--- src/sbt_pkg.sv ---
// sbt_pkg: constants and types of the sixteen-bit timer with trigger reset
package sbt_pkg;

	// ----------------------------------------------------------------
	// register map (byte data, one register per address)
	// ----------------------------------------------------------------
	localparam int          SBT_AW          = 3;
	localparam logic [2:0]  SBT_OFS_CTRL    = 3'h0; // timer_three_control
	localparam logic [2:0]  SBT_OFS_LOW     = 3'h1; // count_low_byte
	localparam logic [2:0]  SBT_OFS_HIGH    = 3'h2; // count_high_byte
	localparam logic [2:0]  SBT_OFS_FLAGS   = 3'h3; // peripheral_flags_two
	localparam logic [2:0]  SBT_OFS_ENABLES = 3'h4; // peripheral_enables_two

	// ----------------------------------------------------------------
	// field positions
	// ----------------------------------------------------------------
	localparam int SBT_BIT_RUN     = 0; // counter_run_enable
	localparam int SBT_BIT_CS      = 1; // clock_source_select
	localparam int SBT_BIT_SYNC    = 2; // external_clock_sync_bypass
	localparam int SBT_BIT_TBSEL   = 3; // capture_compare_timebase_select
	localparam int SBT_BIT_PS_LO   = 4; // prescale_select_lo
	localparam int SBT_BIT_PS_HI   = 5; // prescale_select_hi
	localparam int SBT_BIT_ATOMIC_SIXTEEN_BIT_ACCESS    = 7; // atomic_sixteen_bit_access
	localparam int SBT_BIT_OVF     = 1; // overflow_flag / overflow_irq_enable

	// ----------------------------------------------------------------
	// reset values and masks
	// ----------------------------------------------------------------
	localparam logic [7:0]  SBT_CTRL_RST    = 8'h00;
	localparam logic [7:0]  SBT_CTRL_MASK   = 8'hbf; // bit 6 unimplemented
	localparam logic [7:0]  SBT_OVF_MASK    = 8'h02; // only bit 1 lives
	localparam logic [15:0] SBT_COUNT_RST   = 16'h0000;
	localparam logic [15:0] SBT_COUNT_MAX   = 16'hffff;
	localparam logic [3:0]  SBT_MODE_SPEVT  = 4'hb; // compare, special event

	// ----------------------------------------------------------------
	// timing
	// ----------------------------------------------------------------
	localparam int          SBT_CLK_MHZ     = 40;
	localparam int          SBT_INSTR_DIV   = 4;  // clocks per instruction cycle
	localparam logic [1:0]  SBT_INSTR_LAST  = 2'(SBT_INSTR_DIV - 1);

	// ----------------------------------------------------------------
	// types
	// ----------------------------------------------------------------
	typedef struct packed {
		logic       atomic_sixteen_bit_access;
		logic       unused6;
		logic       prescale_select_hi;
		logic       prescale_select_lo;
		logic       capture_compare_timebase_select;
		logic       external_clock_sync_bypass;
		logic       clock_source_select;
		logic       counter_run_enable;
	} sbt_ctrl_t;

	typedef struct packed {
		logic [1:0] oscillator_pin_directions; // 1 = input
		logic [1:0] port_out;
		logic [1:0] pin_in;
	} sbt_pins_in_t;

	typedef struct packed {
		logic [1:0] pin_out;
		logic [1:0] pin_oe;
		logic [1:0] port_read;
	} sbt_pins_out_t;

endpackage

--- src/sbt_timer.sv ---
// sbt_timer: sixteen-bit timer/counter with prescaler, trigger reset and registers
//
// Function
// - 16-bit count, both bytes read and written
// - counts up, wraps, sets overflow flag bit 1
// - overflow interrupt only when enable bit set
// - instruction cycle or external rising edges
// - timer, synchronized and unsynchronized counter modes
// - prescale codes 11/10/01 divide 8/4/2
// - bit 3 selects this timer as timebase
// - bit 0 runs, clear holds count
// - oscillator enabled forces pins input, read zero
// - sibling bit 3 enables secondary oscillator source
// - special event trigger in mode 1011 clears
// - trigger clear never sets overflow flag
// - software write beats trigger reset
// - compare pair acts as period
// - reset loads control zero, bit 6 zero
//
// Added by the designer: the register addresses and the address-and-strobe port.
`timescale 1ns/1ps

module sbt_timer
	import sbt_pkg::*;
(
	// clock, reset, enable
	input  wire logic                  clk,
	input  wire logic                  rst_n,
	input  wire logic                  ce,
	// register port
	input  wire logic [SBT_AW-1:0]     reg_addr,
	input  wire logic [7:0]            reg_wdata,
	input  wire logic                  reg_wr,
	input  wire logic                  reg_rd,
	output logic      [7:0]            reg_rdata,
	// clock sources (asynchronous)
	input  wire logic                  ext_clk_pin,
	input  wire logic                  osc_clk,
	// sibling timer and compare unit
	input  wire logic                  secondary_osc_enable,
	input  wire logic [15:0]           sibling_count,
	input  wire logic [3:0]            capture_compare_mode_field,
	input  wire logic                  special_event_trigger,
	output logic      [15:0]           ccp_timebase,
	output logic                       ccp_timebase_is_this,
	// oscillator pins
	input  wire sbt_pins_in_t          pins_in,
	output sbt_pins_out_t              pins_out,
	// interrupt
	output logic                       irq
);

	// ----------------------------------------------------------------
	// state
	// ----------------------------------------------------------------
	sbt_ctrl_t     ctrl_q;
	logic [15:0]   count_q;
	logic [7:0]    hbuf_q;
	logic          flag_q;
	logic          enable_q;
	logic [1:0]    phase_q;
	logic [2:0]    ps_cnt_q;
	logic          ext_s1_q;
	logic          ext_s2_q;
	logic          ext_s3_q;
	logic          ext_s4_q;
	logic          pend_q;
	logic          osc_s1_q;
	logic          osc_s2_q;
	logic [7:0]    rdata_q;
	logic [15:0]   tb_q;
	logic          tb_sel_q;
	sbt_pins_out_t pins_q;
	logic          irq_q;

	// ----------------------------------------------------------------
	// decode
	// ----------------------------------------------------------------
	logic       wr_ctrl;
	logic       wr_low;
	logic       wr_high;
	logic       wr_flags;
	logic       wr_en;
	logic       rd_low;
	logic       int_tick;
	logic       ext_sel;
	logic       ext_edge_sync;
	logic       ext_edge_raw;
	logic       ext_sync_mode;
	logic       src_tick;
	logic [2:0] ps_last;
	logic       pre_tick;
	logic       inc;
	logic       trig_clr;
	logic       wrap;
	logic       count_wr;

	// register strobes
	assign wr_ctrl  = reg_wr && (reg_addr == SBT_OFS_CTRL);
	assign wr_low   = reg_wr && (reg_addr == SBT_OFS_LOW);
	assign wr_high  = reg_wr && (reg_addr == SBT_OFS_HIGH);
	assign wr_flags = reg_wr && (reg_addr == SBT_OFS_FLAGS);
	assign wr_en    = reg_wr && (reg_addr == SBT_OFS_ENABLES);
	assign rd_low   = reg_rd && (reg_addr == SBT_OFS_LOW);
	assign count_wr = wr_low || (wr_high && !ctrl_q.atomic_sixteen_bit_access);

	// ----------------------------------------------------------------
	// clock sources
	// ----------------------------------------------------------------

	// instruction cycle: one tick per four system clocks
	// free-running, so a restart may begin mid-cycle
	always_ff @(posedge clk or negedge rst_n) begin
		if (!rst_n) begin
			phase_q <= 2'h0;
		end else if (ce) begin
			phase_q <= (phase_q == SBT_INSTR_LAST) ? 2'h0 : phase_q + 2'h1;
		end
	end
	assign int_tick = (phase_q == SBT_INSTR_LAST);

	// two-stage synchronisers for both external sources
	// only the second stage feeds logic
	always_ff @(posedge clk or negedge rst_n) begin
		if (!rst_n) begin
			ext_s1_q <= 1'b0;
			ext_s2_q <= 1'b0;
			osc_s1_q <= 1'b0;
			osc_s2_q <= 1'b0;
		end else if (ce) begin
			ext_s1_q <= ext_clk_pin;
			ext_s2_q <= ext_s1_q;
			osc_s1_q <= osc_clk;
			osc_s2_q <= osc_s1_q;
		end
	end

	// secondary oscillator replaces the pin when enabled
	// switching source mid-run may count one stray edge
	assign ext_sel = secondary_osc_enable ? osc_s2_q : ext_s2_q;

	// edge history: s3 for the raw edge, s4 aligns the synchronised edge
	always_ff @(posedge clk or negedge rst_n) begin
		if (!rst_n) begin
			ext_s3_q <= 1'b0;
			ext_s4_q <= 1'b0;
		end else if (ce) begin
			ext_s3_q <= ext_sel;
			ext_s4_q <= ext_s3_q;
		end
	end
	assign ext_edge_raw  = ext_sel && !ext_s3_q;
	assign ext_edge_sync = ext_s3_q && !ext_s4_q;

	// synchronised edge waits here for the next instruction tick
	// edges faster than the tick rate may merge into one count
	assign ext_sync_mode = ctrl_q.counter_run_enable && ctrl_q.clock_source_select
	                       && !ctrl_q.external_clock_sync_bypass;
	always_ff @(posedge clk or negedge rst_n) begin
		if (!rst_n) begin
			pend_q <= 1'b0;
		end else if (ce) begin
			if (!ext_sync_mode || int_tick) begin
				pend_q <= 1'b0;
			end else if (ext_edge_sync) begin
				pend_q <= 1'b1;
			end
		end
	end

	// mode select: internal, synchronised or bypassed external edge
	always_comb begin
		if (!ctrl_q.clock_source_select) begin
			src_tick = int_tick;
		end else if (ctrl_q.external_clock_sync_bypass) begin
			src_tick = ext_edge_raw;
		end else begin
			src_tick = (ext_edge_sync || pend_q) && int_tick;
		end
	end

	// ----------------------------------------------------------------
	// prescaler
	// ----------------------------------------------------------------

	// last prescaler count per code
	always_comb begin
		unique case ({ctrl_q.prescale_select_hi, ctrl_q.prescale_select_lo})
			2'b11:   ps_last = 3'h7;
			2'b10:   ps_last = 3'h3;
			2'b01:   ps_last = 3'h1;
			default: ps_last = 3'h0;
		endcase
	end
	assign pre_tick = ctrl_q.counter_run_enable && src_tick && (ps_cnt_q >= ps_last);

	// prescaler counter, held while stopped
	// low write restarts it: no partial period inherited
	always_ff @(posedge clk or negedge rst_n) begin
		if (!rst_n) begin
			ps_cnt_q <= 3'h0;
		end else if (ce) begin
			if (wr_low) begin
				ps_cnt_q <= 3'h0;
			end else if (ctrl_q.counter_run_enable && src_tick) begin
				ps_cnt_q <= (ps_cnt_q >= ps_last) ? 3'h0 : ps_cnt_q + 3'h1;
			end
		end
	end

	// ----------------------------------------------------------------
	// counter
	// ----------------------------------------------------------------

	// trigger reset from compare unit in special event mode
	// clear applies in every clock mode, unsynchronised included
	assign trig_clr = special_event_trigger && (capture_compare_mode_field == SBT_MODE_SPEVT);
	assign inc      = pre_tick && !count_wr && !trig_clr;
	assign wrap     = inc && (count_q == SBT_COUNT_MAX);

	// count: writes first, then trigger clear, then increment
	// a coinciding write beats the trigger clear
	always_ff @(posedge clk or negedge rst_n) begin
		if (!rst_n) begin
			count_q <= SBT_COUNT_RST;
		end else if (ce) begin
			if (wr_low) begin
				if (ctrl_q.atomic_sixteen_bit_access) begin
					count_q <= {hbuf_q, reg_wdata};
				end else begin
					count_q[7:0] <= reg_wdata;
				end
			end else if (wr_high && !ctrl_q.atomic_sixteen_bit_access) begin
				count_q[15:8] <= reg_wdata;
			end else if (trig_clr) begin
				count_q <= SBT_COUNT_RST;
			end else if (inc) begin
				count_q <= count_q + 16'h0001;
			end
		end
	end

	// high-byte buffer for atomic access
	// low read snapshots high byte for a consistent pair
	always_ff @(posedge clk or negedge rst_n) begin
		if (!rst_n) begin
			hbuf_q <= 8'h00;
		end else if (ce) begin
			if (wr_high && ctrl_q.atomic_sixteen_bit_access) begin
				hbuf_q <= reg_wdata;
			end else if (rd_low && ctrl_q.atomic_sixteen_bit_access) begin
				hbuf_q <= count_q[15:8];
			end
		end
	end

	// ----------------------------------------------------------------
	// control and interrupt registers
	// ----------------------------------------------------------------

	// control register, bit 6 held at zero
	always_ff @(posedge clk or negedge rst_n) begin
		if (!rst_n) begin
			ctrl_q <= sbt_ctrl_t'(SBT_CTRL_RST);
		end else if (ce && wr_ctrl) begin
			ctrl_q <= sbt_ctrl_t'(reg_wdata & SBT_CTRL_MASK);
		end
	end

	// sticky overflow flag, write one clears, set wins
	// wrap beside a clear keeps the flag: no overflow lost
	always_ff @(posedge clk or negedge rst_n) begin
		if (!rst_n) begin
			flag_q <= 1'b0;
		end else if (ce) begin
			if (wrap) begin
				flag_q <= 1'b1;
			end else if (wr_flags && reg_wdata[SBT_BIT_OVF]) begin
				flag_q <= 1'b0;
			end
		end
	end

	// overflow enable
	always_ff @(posedge clk or negedge rst_n) begin
		if (!rst_n) begin
			enable_q <= 1'b0;
		end else if (ce && wr_en) begin
			enable_q <= reg_wdata[SBT_BIT_OVF];
		end
	end

	// level interrupt while flag and enable are both set
	// registered, so irq lags the flag by one cycle
	always_ff @(posedge clk or negedge rst_n) begin
		if (!rst_n) begin
			irq_q <= 1'b0;
		end else if (ce) begin
			irq_q <= flag_q && enable_q;
		end
	end

	// ----------------------------------------------------------------
	// read data
	// ----------------------------------------------------------------
	// answer stands one cycle after the strobe, zero otherwise
	always_ff @(posedge clk or negedge rst_n) begin
		if (!rst_n) begin
			rdata_q <= 8'h00;
		end else if (ce) begin
			rdata_q <= 8'h00;
			if (reg_rd) begin
				unique case (reg_addr)
					SBT_OFS_CTRL:    rdata_q <= 8'(ctrl_q) & SBT_CTRL_MASK;
					SBT_OFS_LOW:     rdata_q <= count_q[7:0];
					SBT_OFS_HIGH:    rdata_q <= ctrl_q.atomic_sixteen_bit_access ? hbuf_q
					                                                               : count_q[15:8];
					SBT_OFS_FLAGS:   rdata_q <= {6'h00, flag_q, 1'b0};
					SBT_OFS_ENABLES: rdata_q <= {6'h00, enable_q, 1'b0};
					default:         rdata_q <= 8'h00; // unmapped reads zero
				endcase
			end
		end
	end

	// ----------------------------------------------------------------
	// compare unit timebase
	// ----------------------------------------------------------------
	always_ff @(posedge clk or negedge rst_n) begin
		if (!rst_n) begin
			tb_q     <= 16'h0000;
			tb_sel_q <= 1'b0;
		end else if (ce) begin
			tb_q     <= ctrl_q.capture_compare_timebase_select ? count_q : sibling_count;
			tb_sel_q <= ctrl_q.capture_compare_timebase_select;
		end
	end

	// ----------------------------------------------------------------
	// oscillator pins
	// ----------------------------------------------------------------

	// oscillator enable overrides direction and reads zero
	// port data passes through; only direction and read back change
	always_ff @(posedge clk or negedge rst_n) begin
		if (!rst_n) begin
			pins_q <= '0;
		end else if (ce) begin
			pins_q.pin_out <= pins_in.port_out;
			if (secondary_osc_enable) begin
				pins_q.pin_oe    <= 2'h0;
				pins_q.port_read <= 2'h0;
			end else begin
				pins_q.pin_oe    <= ~pins_in.oscillator_pin_directions;
				pins_q.port_read <= pins_in.pin_in;
			end
		end
	end

	// ----------------------------------------------------------------
	// outputs
	// ----------------------------------------------------------------
	assign reg_rdata            = rdata_q;
	assign ccp_timebase         = tb_q;
	assign ccp_timebase_is_this = tb_sel_q;
	assign pins_out             = pins_q;
	assign irq                  = irq_q;

endmodule

--- config.mk ---
export PLATFORM = sky130hd
export DESIGN_NAME = sbt_timer
export DESIGN_NICKNAME = d
export VERILOG_FILES = /design/src/sbt_pkg.sv /design/src/sbt_timer.sv
export SDC_FILE = /design/constraint.sdc
export NUM_CORES = 1
export LEC_CHECK = 0
export BUFFER_PORTS_ARGS = -buffer_cell sky130_fd_sc_hd__buf_2
export CORE_MARGIN = 2
export CORE_UTILIZATION = 39
export CTS_BUF_LIST = sky130_fd_sc_hd__clkbuf_4 sky130_fd_sc_hd__clkbuf_8
export CTS_CLUSTER_DIAMETER = 30
export DETAILED_ROUTE_END_ITERATION = 8
export GPL_ROUTABILITY_DRIVEN = 0
export HOLD_SLACK_MARGIN = 0.06
export PLACE_DENSITY = 0.59
export SKIP_LAST_GASP = 1
export SYNTH_ARGS = -nofsm -noshare
export SYNTH_HDL_FRONTEND = slang
export SYNTH_SLANG_ARGS = --single-unit
--- constraint.sdc ---
create_clock -name clk -period 5.99 [get_ports clk]
set_clock_uncertainty 0.15 [all_clocks]
set_input_delay 0.2995 -clock clk [delete_from_list [all_inputs] [get_ports clk]]
set_output_delay 0.2995 -clock clk [all_outputs]
set_load 0.01 [all_outputs]
# After elaboration in Yosys (flattened, before gate mapping)
# Cells that the tools add are included.
# op_classes
mul	0
shifts	0
bitwise_logic	1
muxes	24
eq_ne	11
n_addsub	3
div	0
magnitude_cmp	1
n_reduce_logical	47
# ops
operator	n
$mux W16	4
$mux W8	6
$pmux W8 S5	1
$logic_and A1 B1 Y1	24
$add A16 B1 Y16 const B	1
$eq A16 B16 Y1 const B	1
$reduce_and A2 Y1	5
$mux W3	3
$pmux W3 S3	1
$reduce_bool A2 Y1	4
$logic_not A1 Y1	7
$mux W1	7
$eq A2 B2 Y1 const B	3
$eq A3 B2 Y1 const B	2
$eq A4 B4 Y1 const B	1
$mux W4	1
$reduce_bool A4 Y1	1
$add A3 B1 Y3 const B	1
$eq A3 B1 Y1 const B	1
$eq A3 B3 Y1 const B	1
$ge A3 B3 Y1	1
$logic_not A3 Y1	1
$logic_or A1 B1 Y1	3
$reduce_and A3 Y1	1
other kinds (6)	6
# totals
input_bits	46
latchBits	0
memories	0
ram_bits	0
romBits	0
register_bits	77

# Depth between registers and ports, before layout
# depth
word_depth	14
mapped_depth	8

# Worst setup path before layout
# Ideal clock, no wire load.
# synth_timing
path_type	register to register
startpoint	reg ctrl_q[5] in the netlist's numbering
endpoint	reg count_q[9]
t_required_ns	5.716
path_buffers	0
slack_ns	3.744
arrival_time_ns	1.972
stages_incl_launch_ff	8
setup_time_ns	0.124
path_cell_list	dfrtp_1 or2_2 ha_1 nor2b_1 o21ai_1 o211a_1 o21ai_2 a211o_1
# synth_between
elab_chain_len	8
elab_cells_between_ends	10
# synth_rtl
element	line	text
from (decl)	sbt_timer.sv:56	sbt_ctrl_t ctrl_q;
from (signal assigned)	sbt_timer.sv:264	ctrl_q <= sbt_ctrl_t'(SBT_CTRL_RST);
from (signal assigned)	sbt_timer.sv:266	ctrl_q <= sbt_ctrl_t'(reg_wdata & SBT_CTRL_MASK);
$eq A2 B1 Y1 or $eq A2 B2 Y1 (tied branches)	sbt_timer.sv:188	unique case ({ctrl_q.prescale_select_hi, ctrl_q.prescale_select_lo})
$pmux W3 S3 *	sbt_timer.sv:188	
$ge A3 B3 Y1 *	sbt_timer.sv:195	assign pre_tick = ctrl_q.counter_run_enable && src_tick && (ps_cnt_q >= ps_last);
$logic_and A1 B1 Y1 *	sbt_timer.sv:195	
$logic_and A1 B1 Y1 * (2 in a row)	sbt_timer.sv:218	assign inc = pre_tick && !count_wr && !trig_clr;
$reduce_bool A4 Y1 (no source line) *	n/a	
$reduce_and A2 Y1 (no source line) *	n/a	
to (signal assigned)	sbt_timer.sv:229	count_q <= {hbuf_q, reg_wdata};
to (signal assigned)	sbt_timer.sv:234	count_q[15:8] <= reg_wdata;
to (signal assigned)	sbt_timer.sv:238	count_q <= count_q + 16'h0001;
to (decl)	sbt_timer.sv:57	logic [15:0] count_q;
# Mark *: on every way between the ends. The rest lies on a longest branch, timed or not.
# A chain may end at the register's enable or synchronous reset.

# Worst setup path in the final report
# layout_timing
startpoint	reg ctrl_q[5] in the netlist's numbering
endpoint	reg count_q[6]
# layout_between
elab_chain_len	8
elab_cells_between_ends	10
# layout_rtl
element	line	text
$eq A2 B1 Y1 or $eq A2 B2 Y1 (tied branches)	sbt_timer.sv:188	
$pmux W3 S3 *	sbt_timer.sv:188	
$ge A3 B3 Y1 *	sbt_timer.sv:195	
$logic_and A1 B1 Y1 *	sbt_timer.sv:195	
$logic_and A1 B1 Y1 * (2 in a row)	sbt_timer.sv:218	
$reduce_bool A3 Y1 (no source line) *	n/a	
$reduce_and A3 Y1 (no source line) *	n/a	
to (signal assigned)	sbt_timer.sv:229	
to (signal assigned)	sbt_timer.sv:231	count_q[7:0] <= reg_wdata;
to (signal assigned)	sbt_timer.sv:238	
# Marked as above.

==> results.toml <==
[run_status]
status = "complete, no violations"

[yosys]
syn_nets = 498
async_flop_share = 1.00
yosysSeqAreaShare = 0.422
synth_top_area_cell = "dfrtp_1"
ys.flop_type = "dfrtp_1"
yosysTopAreaCellShare = 0.422
syn_inst = 446
ys_ff_latch = 77
synth.avg_cell_area_um2 = 10.2
ys_top_cells_by_area = "dfrtp_1 (42%), mux2i_1 (7.2%), mux2_2 (5.2%)"
synth_edf_count = 0
synth_commonest_cells = "dfrtp_1 (77), a21oi_1 (45), nor2_1 (37)"
ys_warn_count = 0
netlist_area_um2 = 4560
ys_types = 75
yosysMostFrequentCell = "dfrtp_1"

[floorplanning]
row_count = 39
start_util = 0.400
die_w_um = 112
die_h_um = 112
io_pins = 78
coreArea_um2 = 11400
dieArea_um2 = 12600

[route]
initialDrtViolationCount = 248
wl_per_cell_um = 19.4
via_per_inst = 5.90
antenna_left = 0
routed_wl_um = 12900
drcViolationCount = 0
route.vias.total = 3922
drtPass1Iterations = 5

[global_routing]
track_usage = 0.210
grt_pass1_wl_um = 20600
gr-total-overflow = 0
antenna_found_initial = 0
grt_pass1_vias = 3770
grt_max_degree = 78

[hold_path]
hold_path.class = "input pin to flop"

[cells_and_area]
fin_nets = 569
antenna_cells = 0
area_growth_pct = 14.7
drive_gt1_frac = 0.270
nFillCells = 1116

[clocking]
cts_made_buffers = 9
root_buffer = "clkbuf_8"
cts_tree = "built"
path_clk_slew_ns = 0.09
clk_path_buf_depth = 2
cts.sinks = 77
clk-insertion-delay-late_ns = 0.37
post_cts_buffers = 0
cts.htree.levels = 3

[timing]
finalHoldViolCount = 0
timing.setup.tns_ns = 0
setup_violations = 0
period_minus_slack_ns = 2.66
period_share = 0.445
worst_slew_pin_slew_ns = 0.983
rsz0062_at_grt = "false"
maxSlewViolCount = 0
slew_headroom = 0.344
max_freq_ghz = 0.375

[setup_path]
r2r_cells = 7
rrSetupSlack_ns = 3.33
critical_path.startpoint = "ctrl_q[5]$_DFFE_PN0P_"
crit_family = "compound AO/OA/AOI/OAI gates"
cp-endpoint = "count_q[6]$_DFFE_PN0P_"
critPathCaptureType = "flop"
path_cells = "or2_2, ha_1, nor2b_1, o21ai_1, o2111ai_1, o221ai_1, a2bb2oi_1"
path_max_fanout = 6
critPathArrivalTime_ns = 2.77
r2r_start = "ctrl_q[5]$_DFFE_PN0P_"
r2r-end = "count_q[6]$_DFFE_PN0P_"
slowest_delay_ns = 0.51
crit_type = "flop to flop"
crit_cells = 7
critPathRequiredTime_ns = 6.09
worstSetupStartpointType = "flop"
path_buf_inv = 0
critPathSlowestCell = "o21ai_1"

[power]
ir_drop_uv = 156
p_per_area_nw_per_um2 = 314
total_power_mw = 1.64
leakagePower_nw = 2.30

[place]
numPortBuffers = 77
dp_hpwl_um = 9160

[job]
maxCapViolations = 0
-- area by class of cell --
type	count	area, um2	share of cell area
Inverter	10	37.5	0.00717
Clock inverter	6	71.3	0.0136
Tap cell	143	179	0.0342
Sequential cell	77	1930	0.368
Timing Repair Buffer	92	536	0.102
Clock buffer	10	138	0.0263
Multi-Input combinational cell	327	2350	0.448
-- sequential cells by signal (all words and copies together) (netlist names), 2 cells and up --
register      cells
ccp_timebase     16
count_q          16
ctrl_q            7
reg_rdata         8
phase_q           2
hbuf_q            8
ps_cnt_q          3
pins_out          6
-- report_power, final --
part	switching (mW)	total, mW	internal (mW)	leakage, nW
logic	0.238	0.453	0.215	1.25
registers	0.146	0.775	0.628	0.941
clock network	0.208	0.415	0.207	0.104
-- metrics by stage --
step	worst slack [ns]	utilization	cells	hold WS [ns]	instance area, um2
after floorplan	3.74	-	446	-0.146	4560
final	3.33	0.458	665	0.0723	5230
after global routing	3.18	0.458	665	0.0777	5230
after detailed placement	3.31	0.428	635	0.329	4880
after CTS	3.37	0.458	665	0.0605	5230
after global placement	3.39	0.428	635	0.334	4880
-- routing by layer --
| metal | global-route usage | vias up | part of all wire |
|---|---|---|---|
| li1 | - | 1816 | - |
| met1 | 0.284 | 1895 | 0.44 |
| met2 | 0.327 | 177 | 0.46 |
| met3 | 0.0394 | 34 | 0.065 |
| met4 | 0.0984 | 0 | 0.031 |
| met5 | 0 | - | 0 |
-- timing repair --
| item | in CTS | in global routing |
|---|---|---|
| hold buffers | 14 | 0 |
| hold endpoints to repair | 88 | 0 |
| resized for setup | 0 | 0 |
-- worst min-delay path by stage --
stage | slack (ns) | cells after the start | endpoint | start
after detailed placement | 0.33 | 2 | pins_out[3]$_DFFE_PN0P_ | pins_out[3]$_DFFE_PN0P_
final | 0.07 | 3 | ccp_timebase[10]$_DFFE_PN0P_ | sibling_count[10]
after global routing | 0.08 | 3 | ccp_timebase[15]$_DFFE_PN0P_ | sibling_count[15]
after CTS | 0.06 | 3 | ccp_timebase[10]$_DFFE_PN0P_ | sibling_count[10]
after floorplan | -0.15 | 0 | ccp_timebase[0]$_DFFE_PN0P_ | rst_n
after global placement | 0.33 | 2 | pins_out[3]$_DFFE_PN0P_ | pins_out[3]$_DFFE_PN0P_
-- cell usage in the layout, fill, tap and decap left out, drive strengths merged, types with 2 or more instances in the layout --
| cell type | count |
|---|---|
| buf | 78 |
| dfrtp | 77 |
| a21oi | 50 |
| nor2 | 38 |
| mux2i | 33 |
| nand2 | 33 |
| mux2 | 21 |
| o21ai | 19 |
| dlygate4sd3 | 14 |
| nand3 | 13 |
| inv | 11 |
| a2bb2oi | 10 |
| clkbuf | 10 |
| o2bb2ai | 9 |
| o31ai | 7 |
| a211oi | 6 |
| nor4 | 6 |
| ha | 6 |
| a221oi | 5 |
| nand4 | 5 |
| nor3 | 5 |
| nor2b | 4 |
| a31oi | 4 |
| a22oi | 4 |
| o211ai | 4 |
| nand3b | 3 |
| a22o | 3 |
| and3 | 3 |
| clkinv | 3 |
| and2b | 2 |
| o211a | 2 |
| xnor2 | 2 |
| a32oi | 2 |
| o21a | 2 |
| o22ai | 2 |
| nor3b | 2 |
| a21o | 2 |
-- worst min-delay path: stages --
cell and delay (ns):
buf_2 0.07, mux2i_1 0.05, a21oi_1 0.13
-- cells by family (layout without fill, tap and decap cells) --
logic type,count (synthesis),in the layout,share of synthesized area
flops,77,77,0.422
mux,54,54,0.124
compound gates,142,142,0.220
xor+xnor,2,2,0.00384
buf+inv,42,118,0.0636
simple gates,123,123,0.149
fa+ha+maj,6,6,0.0165
Note: power is estimated with default switching activity, not from simulation.
